==> config.mk <==
export PLATFORM = sky130hd
export DESIGN_NAME = diag_adc_ctrl
export DESIGN_NICKNAME = d
export VERILOG_FILES = /design/src/inc/diag_adc_pkg.sv /design/src/core/sar_stepper.sv /design/src/core/diag_adc_ctrl.sv
export SDC_FILE = /design/constraint.sdc
export NUM_CORES = 1
export LEC_CHECK = 0
export BUFFER_PORTS_ARGS = -buffer_cell sky130_fd_sc_hd__buf_4
export CORE_ASPECT_RATIO = 1.25
export CORE_MARGIN = 2
export CORE_UTILIZATION = 45
export CTS_CLUSTER_DIAMETER = 120
export DETAILED_ROUTE_END_ITERATION = 8
export GPL_TIMING_DRIVEN = 0
export PLACE_DENSITY_LB_ADDON = 0.15
export REMOVE_ABC_BUFFERS = 1
export SYNTH_ARGS = -nofsm -noshare
export SYNTH_HDL_FRONTEND = slang
export SYNTH_SLANG_ARGS = --single-unit
==> constraint.sdc <==
create_clock -name sys_clk_in -period 3.6 [get_ports sys_clk_in]
set_input_delay 0.72 -clock sys_clk_in [delete_from_list [all_inputs] [get_ports sys_clk_in]]
set_output_delay 0.72 -clock sys_clk_in [all_outputs]
set_load 0.02 [all_outputs]
==> src/inc/diag_adc_pkg.sv <==
// Constants and types for the diagnostic converter control block.
// Assumes a single 20 MHz clock domain and an external SAR analog core.
package diag_adc_pkg;

    // ==================================================
    // Widths and channel codes
    localparam int CHAN_W = 5;
    localparam int CODE_W = 8;
    localparam int SAR_BITS = 8;
    // Extra cycles per bit: trial code register plus comparator synchroniser
    localparam logic [1:0] COMP_WAIT = 2'h3;
    localparam int GROUPS = 8;
    localparam int GROUP_W = 3;
    localparam int PER_GROUP = 3;
    localparam logic [4:0] CH_REF_PIN = 5'h00;
    localparam logic [4:0] CH_SUPPLY = 5'h01;
    localparam logic [4:0] CH_REGULATOR = 5'h02;
    localparam logic [4:0] CH_TEMP = 5'h03;
    localparam logic [4:0] CH_REF_CUR = 5'h04;
    localparam logic [4:0] CH_BATTERY = 5'h05;
    localparam logic [4:0] CH_HIGHEST = 5'h06;
    localparam logic [4:0] CH_RESERVED = 5'h07;
    localparam logic [4:0] CH_FIRST_OUT = 5'h08;

    // ==================================================
    // Reset values
    localparam logic [4:0] CHAN_RESET = 5'h00;
    localparam logic [7:0] RESULT_RESET = 8'h00;

    // ==================================================
    // Conversion sequencer states
    typedef enum logic [2:0] {
        ST_IDLE = 3'b000,
        ST_SETTLE = 3'b001,
        ST_CONVERT = 3'b010,
        ST_NEXT = 3'b011,
        ST_DONE = 3'b100
    } conv_state_t;

endpackage

==> src/core/sar_stepper.sv <==
// Successive-approximation bit stepper for one 8-bit conversion.
// Assumes comp_high_in answers a trial code COMP_WAIT cycles after it changes.
`timescale 1ns/10ps

module sar_stepper #(
    parameter int BITS = 8
) (
    input wire logic sys_clk_in,
    input wire logic rst_n_in,
    input wire logic start_in,
    input wire logic abort_in,
    input wire logic comp_high_in,
    output logic [BITS-1:0] trial_out,
    output logic busy_out,
    output logic done_out
);

    logic [BITS-1:0] trial_reg;
    logic [BITS-1:0] trial_next;
    logic [BITS-1:0] bit_reg;
    logic [BITS-1:0] bit_next;
    logic busy_reg;
    logic busy_next;
    logic [1:0] wait_reg;
    logic [1:0] wait_next;
    logic done_reg;
    logic done_next;

    // ==================================================
    // Next-state: test one bit every COMP_WAIT+1 cycles, MSB first
    always_comb begin
        trial_next = trial_reg;
        bit_next = bit_reg;
        busy_next = busy_reg;
        wait_next = wait_reg;
        done_next = 1'b0;
        if (abort_in) begin
            busy_next = 1'b0;
        end else if (start_in) begin
            bit_next = {1'b1, {(BITS-1){1'b0}}};
            trial_next = {1'b1, {(BITS-1){1'b0}}};
            busy_next = 1'b1;
            wait_next = diag_adc_pkg::COMP_WAIT;
        end else if (busy_reg && (wait_reg != 2'h0)) begin
            // Hold the trial until its comparator answer has crossed the synchroniser
            wait_next = wait_reg - 2'h1;
        end else if (busy_reg) begin
            // Comparator says input below trial: drop the bit
            if (comp_high_in) begin
                trial_next = trial_reg & ~bit_reg;
            end
            bit_next = bit_reg >> 1;
            trial_next = trial_next | (bit_reg >> 1);
            wait_next = diag_adc_pkg::COMP_WAIT;
            if (bit_reg[0]) begin
                busy_next = 1'b0;
                done_next = 1'b1;
            end
        end
    end

    always_ff @(posedge sys_clk_in or negedge rst_n_in) begin
        if (!rst_n_in) begin
            trial_reg <= '0;
            bit_reg <= '0;
            busy_reg <= 1'b0;
            wait_reg <= 2'h0;
            done_reg <= 1'b0;
        end else begin
            trial_reg <= trial_next;
            bit_reg <= bit_next;
            busy_reg <= busy_next;
            wait_reg <= wait_next;
            done_reg <= done_next;
        end
    end

    assign trial_out = trial_reg;
    assign busy_out = busy_reg;
    assign done_out = done_reg;

endmodule

==> src/core/diag_adc_ctrl.sv <==
// Conversion control for the 8-bit diagnostic converter.
// Assumes register strobes come from the device's serial register logic on
// sys_clk_in, and the comparator output from the analog core (asynchronous).
`timescale 1ns/10ps

module diag_adc_ctrl #(
    parameter int SETTLE_CYCLES = 4
) (
    input wire logic sys_clk_in,
    input wire logic rst_n_in,
    // Register access from the serial interface logic
    input wire logic chan_wr_in,
    input wire logic [4:0] chan_wdata_in,
    input wire logic result_rd_done_in,
    // Group state from the dimming logic
    input wire logic [7:0] group_on_in,
    input wire logic [23:0] out_enable_in,
    // Analog core
    input wire logic comp_high_in,
    output logic [4:0] source_sel_out,
    output logic [7:0] dac_code_out,
    // Register read-back
    output logic [4:0] adc_channel_select_out,
    output logic [7:0] adc_result_out,
    output logic conversion_done_flag_out,
    output logic busy_out
);

    logic comp_meta_reg;
    logic comp_sync_reg;
    logic [7:0] group_meta_reg;
    logic [7:0] group_sync_reg;

    diag_adc_pkg::conv_state_t state_reg;
    diag_adc_pkg::conv_state_t state_next;
    logic [4:0] chan_reg;
    logic [4:0] chan_next;
    logic [7:0] result_reg;
    logic [7:0] result_next;
    logic done_flag_reg;
    logic done_flag_next;
    logic [4:0] src_reg;
    logic [4:0] src_next;
    logic [2:0] group_reg;
    logic [2:0] group_next;
    logic [1:0] member_reg;
    logic [1:0] member_next;
    logic [7:0] max_reg;
    logic [7:0] max_next;
    logic [7:0] settle_reg;
    logic [7:0] settle_next;
    logic sar_start;
    logic sar_abort;
    logic [7:0] sar_trial;
    logic sar_busy;
    logic sar_done;
    logic busy_reg;

    // ==================================================
    // Output channel code for a group and member
    function automatic logic [4:0] out_code(input logic [2:0] grp, input logic [1:0] mem);
        out_code = diag_adc_pkg::CH_FIRST_OUT + 5'(grp) * 5'(diag_adc_pkg::PER_GROUP)
            + 5'(mem);
    endfunction

    // ==================================================
    // Input synchronisers
    always_ff @(posedge sys_clk_in or negedge rst_n_in) begin
        if (!rst_n_in) begin
            comp_meta_reg <= 1'b0;
            comp_sync_reg <= 1'b0;
            group_meta_reg <= 8'h00;
            group_sync_reg <= 8'h00;
        end else begin
            comp_meta_reg <= comp_high_in;
            comp_sync_reg <= comp_meta_reg;
            group_meta_reg <= group_on_in;
            group_sync_reg <= group_meta_reg;
        end
    end

    sar_stepper #(
        .BITS(diag_adc_pkg::SAR_BITS)
    ) u_sar (
        .sys_clk_in(sys_clk_in),
        .rst_n_in(rst_n_in),
        .start_in(sar_start),
        .abort_in(sar_abort),
        .comp_high_in(comp_sync_reg),
        .trial_out(sar_trial),
        .busy_out(sar_busy),
        .done_out(sar_done)
    );

    // ==================================================
    // Conversion sequencer
    always_comb begin
        state_next = state_reg;
        chan_next = chan_reg;
        result_next = result_reg;
        done_flag_next = done_flag_reg;
        src_next = src_reg;
        group_next = group_reg;
        member_next = member_reg;
        max_next = max_reg;
        settle_next = settle_reg;
        sar_start = 1'b0;
        sar_abort = 1'b0;
        unique case (state_reg)
            diag_adc_pkg::ST_IDLE: begin
            end
            diag_adc_pkg::ST_SETTLE: begin
                if (src_reg == diag_adc_pkg::CH_HIGHEST) begin
                    // Scan: skip disabled outputs, wait for the group's on time
                    if (!out_enable_in[5'(group_reg) * 5'd3 + 5'(member_reg)]) begin
                        state_next = diag_adc_pkg::ST_NEXT;
                    end else if (group_sync_reg[group_reg]) begin
                        sar_start = 1'b1;
                        state_next = diag_adc_pkg::ST_CONVERT;
                    end
                end else if (settle_reg == 8'h00) begin
                    sar_start = 1'b1;
                    state_next = diag_adc_pkg::ST_CONVERT;
                end else begin
                    settle_next = settle_reg - 8'h01;
                end
            end
            diag_adc_pkg::ST_CONVERT: begin
                if (sar_done) begin
                    if (src_reg == diag_adc_pkg::CH_HIGHEST) begin
                        if (sar_trial > max_reg) begin
                            max_next = sar_trial;
                        end
                        state_next = diag_adc_pkg::ST_NEXT;
                    end else begin
                        result_next = sar_trial;
                        done_flag_next = 1'b1;
                        state_next = diag_adc_pkg::ST_IDLE;
                    end
                end
            end
            diag_adc_pkg::ST_NEXT: begin
                state_next = diag_adc_pkg::ST_SETTLE;
                if (member_reg == 2'd2) begin
                    member_next = 2'd0;
                    if (group_reg == 3'(diag_adc_pkg::GROUPS - 1)) begin
                        result_next = max_reg;
                        done_flag_next = 1'b1;
                        state_next = diag_adc_pkg::ST_IDLE;
                    end else begin
                        group_next = group_reg + 3'd1;
                    end
                end else begin
                    member_next = member_reg + 2'd1;
                end
            end
            default: begin
                state_next = diag_adc_pkg::ST_IDLE;
            end
        endcase
        // A read or channel write starts over on the selected channel, or idles on CH_RESERVED
        if (chan_wr_in || result_rd_done_in) begin
            if (chan_wr_in) begin
                chan_next = chan_wdata_in;
            end
            sar_abort = 1'b1;
            done_flag_next = 1'b0;
            group_next = 3'd0;
            member_next = 2'd0;
            max_next = diag_adc_pkg::RESULT_RESET;
            settle_next = 8'(SETTLE_CYCLES);
            if (chan_next == diag_adc_pkg::CH_RESERVED) begin
                state_next = diag_adc_pkg::ST_IDLE;
            end else begin
                src_next = chan_next;
                state_next = diag_adc_pkg::ST_SETTLE;
            end
        end
    end

    always_ff @(posedge sys_clk_in or negedge rst_n_in) begin
        if (!rst_n_in) begin
            state_reg <= diag_adc_pkg::ST_IDLE;
            chan_reg <= diag_adc_pkg::CHAN_RESET;
            result_reg <= diag_adc_pkg::RESULT_RESET;
            done_flag_reg <= 1'b0;
            src_reg <= diag_adc_pkg::CHAN_RESET;
            group_reg <= 3'd0;
            member_reg <= 2'd0;
            max_reg <= diag_adc_pkg::RESULT_RESET;
            settle_reg <= 8'h00;
            busy_reg <= 1'b0;
        end else begin
            state_reg <= state_next;
            chan_reg <= chan_next;
            result_reg <= result_next;
            done_flag_reg <= done_flag_next;
            src_reg <= src_next;
            group_reg <= group_next;
            member_reg <= member_next;
            max_reg <= max_next;
            settle_reg <= settle_next;
            busy_reg <= (state_next != diag_adc_pkg::ST_IDLE);
        end
    end

    // ==================================================
    // Outputs
    always_ff @(posedge sys_clk_in or negedge rst_n_in) begin
        if (!rst_n_in) begin
            source_sel_out <= diag_adc_pkg::CHAN_RESET;
            dac_code_out <= 8'h00;
        end else begin
            // Highest-output scan steers the mux to the output under test
            source_sel_out <= (src_next == diag_adc_pkg::CH_HIGHEST) ?
                out_code(group_next, member_next) : src_next;
            dac_code_out <= sar_trial;
        end
    end

    assign adc_channel_select_out = chan_reg;
    assign adc_result_out = result_reg;
    assign conversion_done_flag_out = done_flag_reg;
    assign busy_out = busy_reg;

endmodule

==> results.txt, run 1 <==
The final critical path takes up 94.8% of the cycle. The number of top-level design ports came out at 70. The main flop type after synthesis is sky130_fd_sc_hd__dfrtp_1. Summing the areas of all compound-gate instances in the mapped netlist gives 14.3% of the synthesized area. The power spent charging and discharging nets is 0.635 mW. The post-synthesis to final-layout area growth is 21.1%. The utilization after layout came out at 56.2%. The standby leakage power is 2.61 nW.

The total setup violations reported at the end of the flow came out at 0. Once placement completed, the tool counted placed cells totaling 606. The total of warnings raised by yosys came out at 0.

At the pin with the least slew margin, the transition time is 1.14 ns. The accumulated negative setup slack is 0 ns. The largest fanout on the critical path is 18. Traced cell by cell, the critical path runs through inv_1 -> fa_1 -> inv_1 -> ha_1 -> fa_2 -> nor2_1 -> a32oi_1 -> nand4_1 -> a31oi_4 -> buf_4 -> o21ai_4 -> buf_12 -> a32o_1. The share of layout cells above drive strength 1 came out at 23.4%.

The initial antenna violation count came out at 0. The wire length of the first global-routing pass came out at 16.5 mm. By area the synthesized netlist is led by sky130_fd_sc_hd__dfrtp_1, sky130_fd_sc_hd__ha_1, sky130_fd_sc_hd__mux2i_1. The relative max-transition margin is 23.7%.

The highest attainable clock frequency is 0.293 GHz. The sink count of the clock tree came out at 95. In the final routed layout, each cell accounts on average for 14.9 um. The placed wire-length estimate after detailed placement is 6.59 mm. The final hold violation count is 0. The post-route worst hold slack is 0.348 ns. The number of nets with antenna violations after routing is 0. TritonCTS built the clock tree. The vertical die dimension came out at 118 um. The highest cell delay on the worst timing path is 0.56 ns. The number of optimization iterations in the first detailed-route pass is 4. After routing the design area is 5680 um^2. The total clock buffers created by CTS came out at 9. The fraction of the mapped netlist area in adder cells came out at 7.30%. The leftover overflow at the end of global routing came out at 0. Data on the critical path is required at its endpoint by 3.83 ns. The number of nets in the finished design came out at 562.

The largest individual stage delay along the critical path comes from the cell sky130_fd_sc_hd__fa_2. STA classifies the critical path startpoint as a register. The flow ran to the end, and the final reports show no timing, DRC or antenna violations.

Of the total power, the share spent switching nets is 25.6%. The count of antenna diodes in the layout came out at 0. The area of the mapped netlist is 4690 um^2. The total die area came out at 11300 um^2. OpenSTA, run right after detailed placement, puts the worst setup slack at -0.0365 ns. The critical path in this run is classified as reg -> reg. The total internal power came out at 1.84 mW.

In this run, synthesis inferred 0 flip-flops with an integrated enable. The power density of the placed cells is 436 nW/um^2. Across the routed clock network, the largest skew measured is 0.00733 ns. The total cell area at the placement stage came out at 5290 um^2. The most common cell in the synthesized netlist is sky130_fd_sc_hd__dfrtp_1. In the routed layout, each cell is associated on average with a via count of 5.47. The xor-xnor portion of the synthesized cell area is 1.49%. The number of global-route vias before repair is 3568. The cell type contributing the most total cell area after synthesis is sky130_fd_sc_hd__dfrtp_1.

The clock passes through at most 2 buffers. The portion of total power attributed to combinational logic came out at 12.3%. The final layout contains routed wiring with a total length of 9.34 mm. The clock latency on the worst-skew pair is 0.34 ns.

Sorting the synthesized cells by how often they occur yields sky130_fd_sc_hd__dfrtp_1, sky130_fd_sc_hd__nand2_1, sky130_fd_sc_hd__inv_1. The final-report max-slew violation count came out at 0. The effective utilization at floorplan is 46.5%. By area, the combinational part of the netlist is dominated by simple AND/OR/NAND/NOR gates.

The fraction of power consumed by sequential logic is 47.7%. For this run, the register share of the synthesized area comes to 50.6%. The initialized floorplan defines 41 standard-cell rows. Counting stages on the worst path, the most repeated cell is sky130_fd_sc_hd__inv_1. Setup repair after global routing left no endpoint under its margin. The design draws 2.48 mW. The area fraction of the dominant cell type after synthesis came out at 50.6%. The initial DRC count is 155. The area inside the core boundary came out at 10100 um^2.

The die span in x came out at 95.4 um. The congestion estimate from routability-driven global placement came to 0.795. The clock transition at the registers of the reported paths came out at 0.07 ns. The clock network fraction of total power came out at 40.0%. In the synthesized netlist the async set-or-reset flop fraction comes to 100%. The post-route non-filler standard cell count is 629. The worst hold path belongs to the class reg -> reg. The critical path endpoint category is a register. The largest net degree at the start of global routing is 96. After layout, the minimum clock period comes to 3.41 ns.

The residual DRC count is 0. Clock tree synthesis selected as its root buffer the cell sky130_fd_sc_hd__clkbuf_16. The peak ir drop on the vdd network came out at 0.000298 V.

The synthesized netlist devotes 14.4% of its cell area to simple gates. The fraction of synthesized area in multiplexers is 7.49%. The gate count after technology mapping is 423.

The number of max-cap violations came out at 0. The count of buffers added on input and output ports is 69. The average cell area after synthesis is 11.1 um^2. The number of distinct library cells after synthesis is 65. The global-route usage over all layers is 18.4%. The arrival time at the worst endpoint is 3.64 ns.

The H-tree generated during clock tree synthesis spans 3 levels. The overall via count from detail_route is 3443. Once routing completed, OpenROAD measured the worst setup slack at 0.186 ns.

The synthesized design contains 95 register bits.
[per-layer routing]
metal | track usage (%) | wire length (um)
met5 | 0 | 0
met4 | 5.25 | 101
met3 | 4.08 | 329
met2 | 32.0 | 4860
met1 | 22.6 | 4050
[cell type report]
cell class / instances / area, um^2
Multi-Input combinational cell: 282 / 2130
Clock inverter: 6 / 72.6
Inverter: 31 / 120
Timing Repair Buffer: 76 / 583
Clock buffer: 10 / 239
Sequential cell: 95 / 2380
Fill cell: 897 / 4420
Tap cell: 129 / 161
[placed cells by master, fill, tap and decap left out, types with 3 or more instances in the layout]
cell	instances
sky130_fd_sc_hd__a21o_1	4
sky130_fd_sc_hd__nor2b_1	4
sky130_fd_sc_hd__a21oi_1	14
sky130_fd_sc_hd__mux2i_1	22
sky130_fd_sc_hd__nand2_1	52
sky130_fd_sc_hd__nand3_1	5
sky130_fd_sc_hd__a21boi_0	7
sky130_fd_sc_hd__nor3_1	7
sky130_fd_sc_hd__nand2b_1	5
sky130_fd_sc_hd__a32o_1	14
sky130_fd_sc_hd__ha_1	21
sky130_fd_sc_hd__xnor2_1	5
sky130_fd_sc_hd__fa_1	3
sky130_fd_sc_hd__nand4_1	4
sky130_fd_sc_hd__nor2_1	27
sky130_fd_sc_hd__o21ai_0	6
sky130_fd_sc_hd__inv_1	30
sky130_fd_sc_hd__and3_1	4
sky130_fd_sc_hd__a31oi_1	11
sky130_fd_sc_hd__buf_4	75
sky130_fd_sc_hd__o21a_1	3
sky130_fd_sc_hd__clkbuf_16	9
sky130_fd_sc_hd__inv_6	4
sky130_fd_sc_hd__xor2_1	3
sky130_fd_sc_hd__nor3b_1	4
sky130_fd_sc_hd__dfrtp_1	93
sky130_fd_sc_hd__mux2_2	5
sky130_fd_sc_hd__a32oi_1	4
[logic make-up after synthesis]
kind of cell	Yosys count
simple gates	133
flops	95
compound gates	85
buf+inv	46
mux	30
fa+ha+maj	25
xor+xnor	8
other cells	1
[worst paths after layout]
kind	startpoint	cells after the start	slack, ns	end
worst max-delay path	group_reg[0]	13	0.19	u_sar.bit_reg[4]
worst min-delay path	comp_meta_reg	0	0.35	comp_sync_reg
worst max register to register	group_reg[0]	13	0.19	u_sar.bit_reg[4]
worst min register to register	comp_meta_reg	0	0.35	comp_sync_reg
max in group asynchronous	rst_n_in	1	2.19	group_reg[1]
min in group asynchronous	rst_n_in	1	0.59	dac_code_out[7]
[power by group through the flow]
stage                     registers (mW)  logic, mW  clock network, mW
final                               1.18      0.304              0.991
after global routing                1.19      0.337               1.06
after CTS                           1.18      0.307               1.01
after detailed placement            1.20      0.303                  0
after global placement              1.20      0.297                  0
after floorplan                     1.22      0.145                  0
[critical path: cells and delay by family, from the launching register on]
family / cells / cell delay (ns)
fa+ha+maj: 3 / 1.31
compound gates: 4 / 0.83
flops: 1 / 0.42
buf+inv: 4 / 0.48
simple gates: 2 / 0.25
[timing repair]
| item | CTS | global route |
|---|---|---|
| pin swaps | 0 | 3 |
| gates resized for setup | 0 | 5 |
| buffers inserted | 1 | 6 |
| endpoints found under the setup margin | 8 | 22 |
| endpoints found under the hold margin | 0 | 0 |
| hold buffers | 0 | 0 |
(Power assumes the default switching activity.)
==> inputs of run 2 (changes only) <==
--- a/config.mk
+++ b/config.mk
@@ -7,7 +7,6 @@
 export LEC_CHECK = 0
 export BUFFER_PORTS_ARGS = -buffer_cell sky130_fd_sc_hd__buf_4
 export CORE_ASPECT_RATIO = 1.25
-export CORE_MARGIN = 2
 export CORE_UTILIZATION = 45
 export CTS_CLUSTER_DIAMETER = 120
 export DETAILED_ROUTE_END_ITERATION = 8
==> constraint.sdc (replaced) <==
create_clock -name sys_clk_in -period 4.3 [get_ports sys_clk_in]
set_input_delay 0.86 -clock sys_clk_in [delete_from_list [all_inputs] [get_ports sys_clk_in]]
set_output_delay 0.86 -clock sys_clk_in [all_outputs]
set_load 0.02 [all_outputs]
==> run 2 against run 1 <==
Net effect: sequential power shrank 16%; highest routed layer unchanged; final cell count shrank 1.1%; global-route usage grew 1.0 points.
==> results.txt, run 2 (synthesis gave the netlist of run 1 again) <==
After global routing, the most crowded layer is met2. The most frequent standard cell in the layout excluding fill and tap cells is sky130_fd_sc_hd__dfrtp_1. The total setup violations reported at the end of the flow is 0 (unchanged). The portion of the clock cycle consumed by the worst path in the final layout came out at 85.9% (-9.0 points).

The slew at the pin closest to its max-slew limit came out at 1.18 ns (+0.0359 ns). The placed cell count came out at 606 (unchanged). The clock transition at the registers of the reported paths came out at 0.07 ns (about the same). The sink count of the clock tree was 95 (unchanged). The number of max-cap violations is 0 (unchanged). The total die area came out at 10800 um^2 (-3.8%). The post-route worst hold slack came out at 0.348 ns (+0.000330 ns). In this run the worst hold path is classified as reg -> reg.

The total clock buffers created by CTS is 9 (unchanged). The effective utilization at floorplan came to 46.5% (unchanged). The worst-case clock buffer depth is 2 (unchanged). The met3 layer usage reported by global route is 4.62% (+0.54 points). The largest fanout on the critical path was 6 (-12). The leftover overflow at the end of global routing is 0 (unchanged). The total chip power came out at 2.10 mW (-15%). In the layout the commonest cells are sky130_fd_sc_hd__dfrtp_1, sky130_fd_sc_hd__buf_4, sky130_fd_sc_hd__nand2_1, sky130_fd_sc_hd__inv_1, sky130_fd_sc_hd__nor2_1. The largest net degree at the start of global routing was 96 (unchanged). The final non-filler cell area came to 5620 um^2 (-1.2%). The number of top-level design ports was 70 (unchanged).

The worst setup path is captured at a register. The number of optimization iterations in the first detailed-route pass came out at 4 (unchanged). The number of global-route vias before repair is 3384 (-5.2%).

The highest attainable clock frequency is 0.271 GHz (-7.5%). The sum of routed wire length over all layers is 9.35 mm (about the same). The required time of the critical path came to 4.51 ns (+0.68 ns). The standby leakage power was 2.59 nW (-0.91%). The power density of the placed cells is 374 nW/um^2 (-14%). The vertical die dimension was 116 um (-1.7%). The global routing usage on met1 is 22.9% (+0.28 points).

The worst setup margin came out at 0.608 ns (+0.422 ns). The peak ir drop on the vdd network came out at 0.000235 V (-21%). The post-synthesis to final-layout area growth is 19.6%. The number of placement rows was 41 (unchanged). The critical path startpoint is group_reg[0]. The residual DRC count came to 0 (unchanged). The wire length of the first global-routing pass came out at 16.2 mm (-1.8%). The arrival time at the worst endpoint came out at 3.90 ns (+0.26 ns). The critical path is of the reg -> reg type. The accumulated negative setup slack came out at 0 ns (unchanged). The total cell area at the placement stage came to 5290 um^2 (unchanged). The area inside the core boundary came out at 10100 um^2 (unchanged).

The number of setup buffers added after CTS is 0 (-1). The global-route usage over all layers is 19.5% (+1.0 points). The worst slack after detailed placement is 0.609 ns (+0.646 ns).

The clock latency on the worst-skew pair was 0.35 ns (about the same). The last weighted congestion value of the routability-driven placer is 0.782 (-1.6%). The number of H-tree branching levels is 3 (unchanged). The worst register-to-register path begins at group_reg[0]. The average detailed-routed wire length per instance is 15.0 um (+1.2%).

The relative max-transition margin was 21.3% (-2.4 points). The run finished with clean final reports. The share of layout cells above drive strength 1 is 21.1% (-2.3 points). The sort of element at the start of the critical path is a register.

The tree is rooted in a sky130_fd_sc_hd__clkbuf_16. The final-report max-slew violation count is 0 (unchanged). The count of antenna diodes in the layout came to 0 (unchanged). The number of nets in the finished design is 555 (-1.2%). TritonCTS built the clock tree. The final hold violation count is 0 (unchanged).

The mean number of vias per cell came to 5.43 (-0.78%). The number of buffers inserted for hold repair after clock tree synthesis is 0 (unchanged). The initial DRC count is 149 (-3.9%). The post-CTS resize count is 0 (unchanged). The number of nets with antenna violations after routing is 0 (unchanged). The worst clock skew is 0.00965 ns (+0.00232 ns). The die span in x is 93.4 um (-2.1%). The routing usage on met2 was 34.4% (+2.4 points). The worst hold path begins at group_meta_reg[3]. The utilization after layout is 55.6% (-0.67 points). The shortest period the worst path allows came out at 3.69 ns (+0.278 ns). The number of buffers inserted by port buffering came out at 69 (unchanged).

The placed wire-length estimate after detailed placement came to 6.47 mm (-1.8%). The post-route non-filler standard cell count was 622 (-1.1%). Setup repair after global routing left no endpoint under its margin. The initial antenna violation count is 0 (unchanged). The overall via count from detail_route came to 3378 (-1.9%).
## run 2: where the power goes
part,internal (mW),leakage [nW],total (mW),switching [mW]
Combinational,0.114,1.20,0.252,0.138
Clock,0.515,0.159,0.859,0.344
Sequential,0.950,1.22,0.990,0.0393
Total,1.58,2.59,2.10,0.521
## run 2: worst max-delay path: stages (launching register included)
cell and delay, ns:
sky130_fd_sc_hd__dfrtp_1 0.46, sky130_fd_sc_hd__inv_1 0.12, sky130_fd_sc_hd__fa_1 0.54, sky130_fd_sc_hd__inv_1 0.04, sky130_fd_sc_hd__ha_1 0.21, sky130_fd_sc_hd__fa_1 0.64, sky130_fd_sc_hd__nor2_1 0.11, sky130_fd_sc_hd__a22oi_1 0.30
sky130_fd_sc_hd__a31oi_4 0.13, sky130_fd_sc_hd__a31oi_4 0.33, sky130_fd_sc_hd__a221oi_1 0.16, sky130_fd_sc_hd__or4b_1 0.51
## run 2: worst paths after layout
kind / endpoint / depth (start not counted) / slack [ns]
worst max-delay path: busy_out / 11 / 0.61
max in group asynchronous: state_reg[2] / 1 / 2.79
worst min-delay path: group_sync_reg[3] / 0 / 0.35
min in group asynchronous: dac_code_out[7] / 1 / 0.73
worst min register to register: group_sync_reg[3] / 0 / 0.35
worst max register to register: busy_out / 11 / 0.61
## run 2: layout make-up
type	instances	area, um^2
well taps	129	161
inverters	31	116
flip-flops and latches	95	2380
repair buffers	69	518
multi-input cells	282	2120
fillers	875	4490
clock buffers	10	229
clock inverters	6	93.8
## run 2: routing by layer
| metal | vias up | share of wire (%) | wire length (um) |
|---|---|---|---|
| met1 | 1645 | 43 | 4040 |
| li1 | 1646 | - | - |
| met4 | 0 | 1.9 | 178 |
| met3 | 10 | 3.2 | 303 |
| met2 | 77 | 52 | 4820 |
| met5 | - | 0 | 0 |
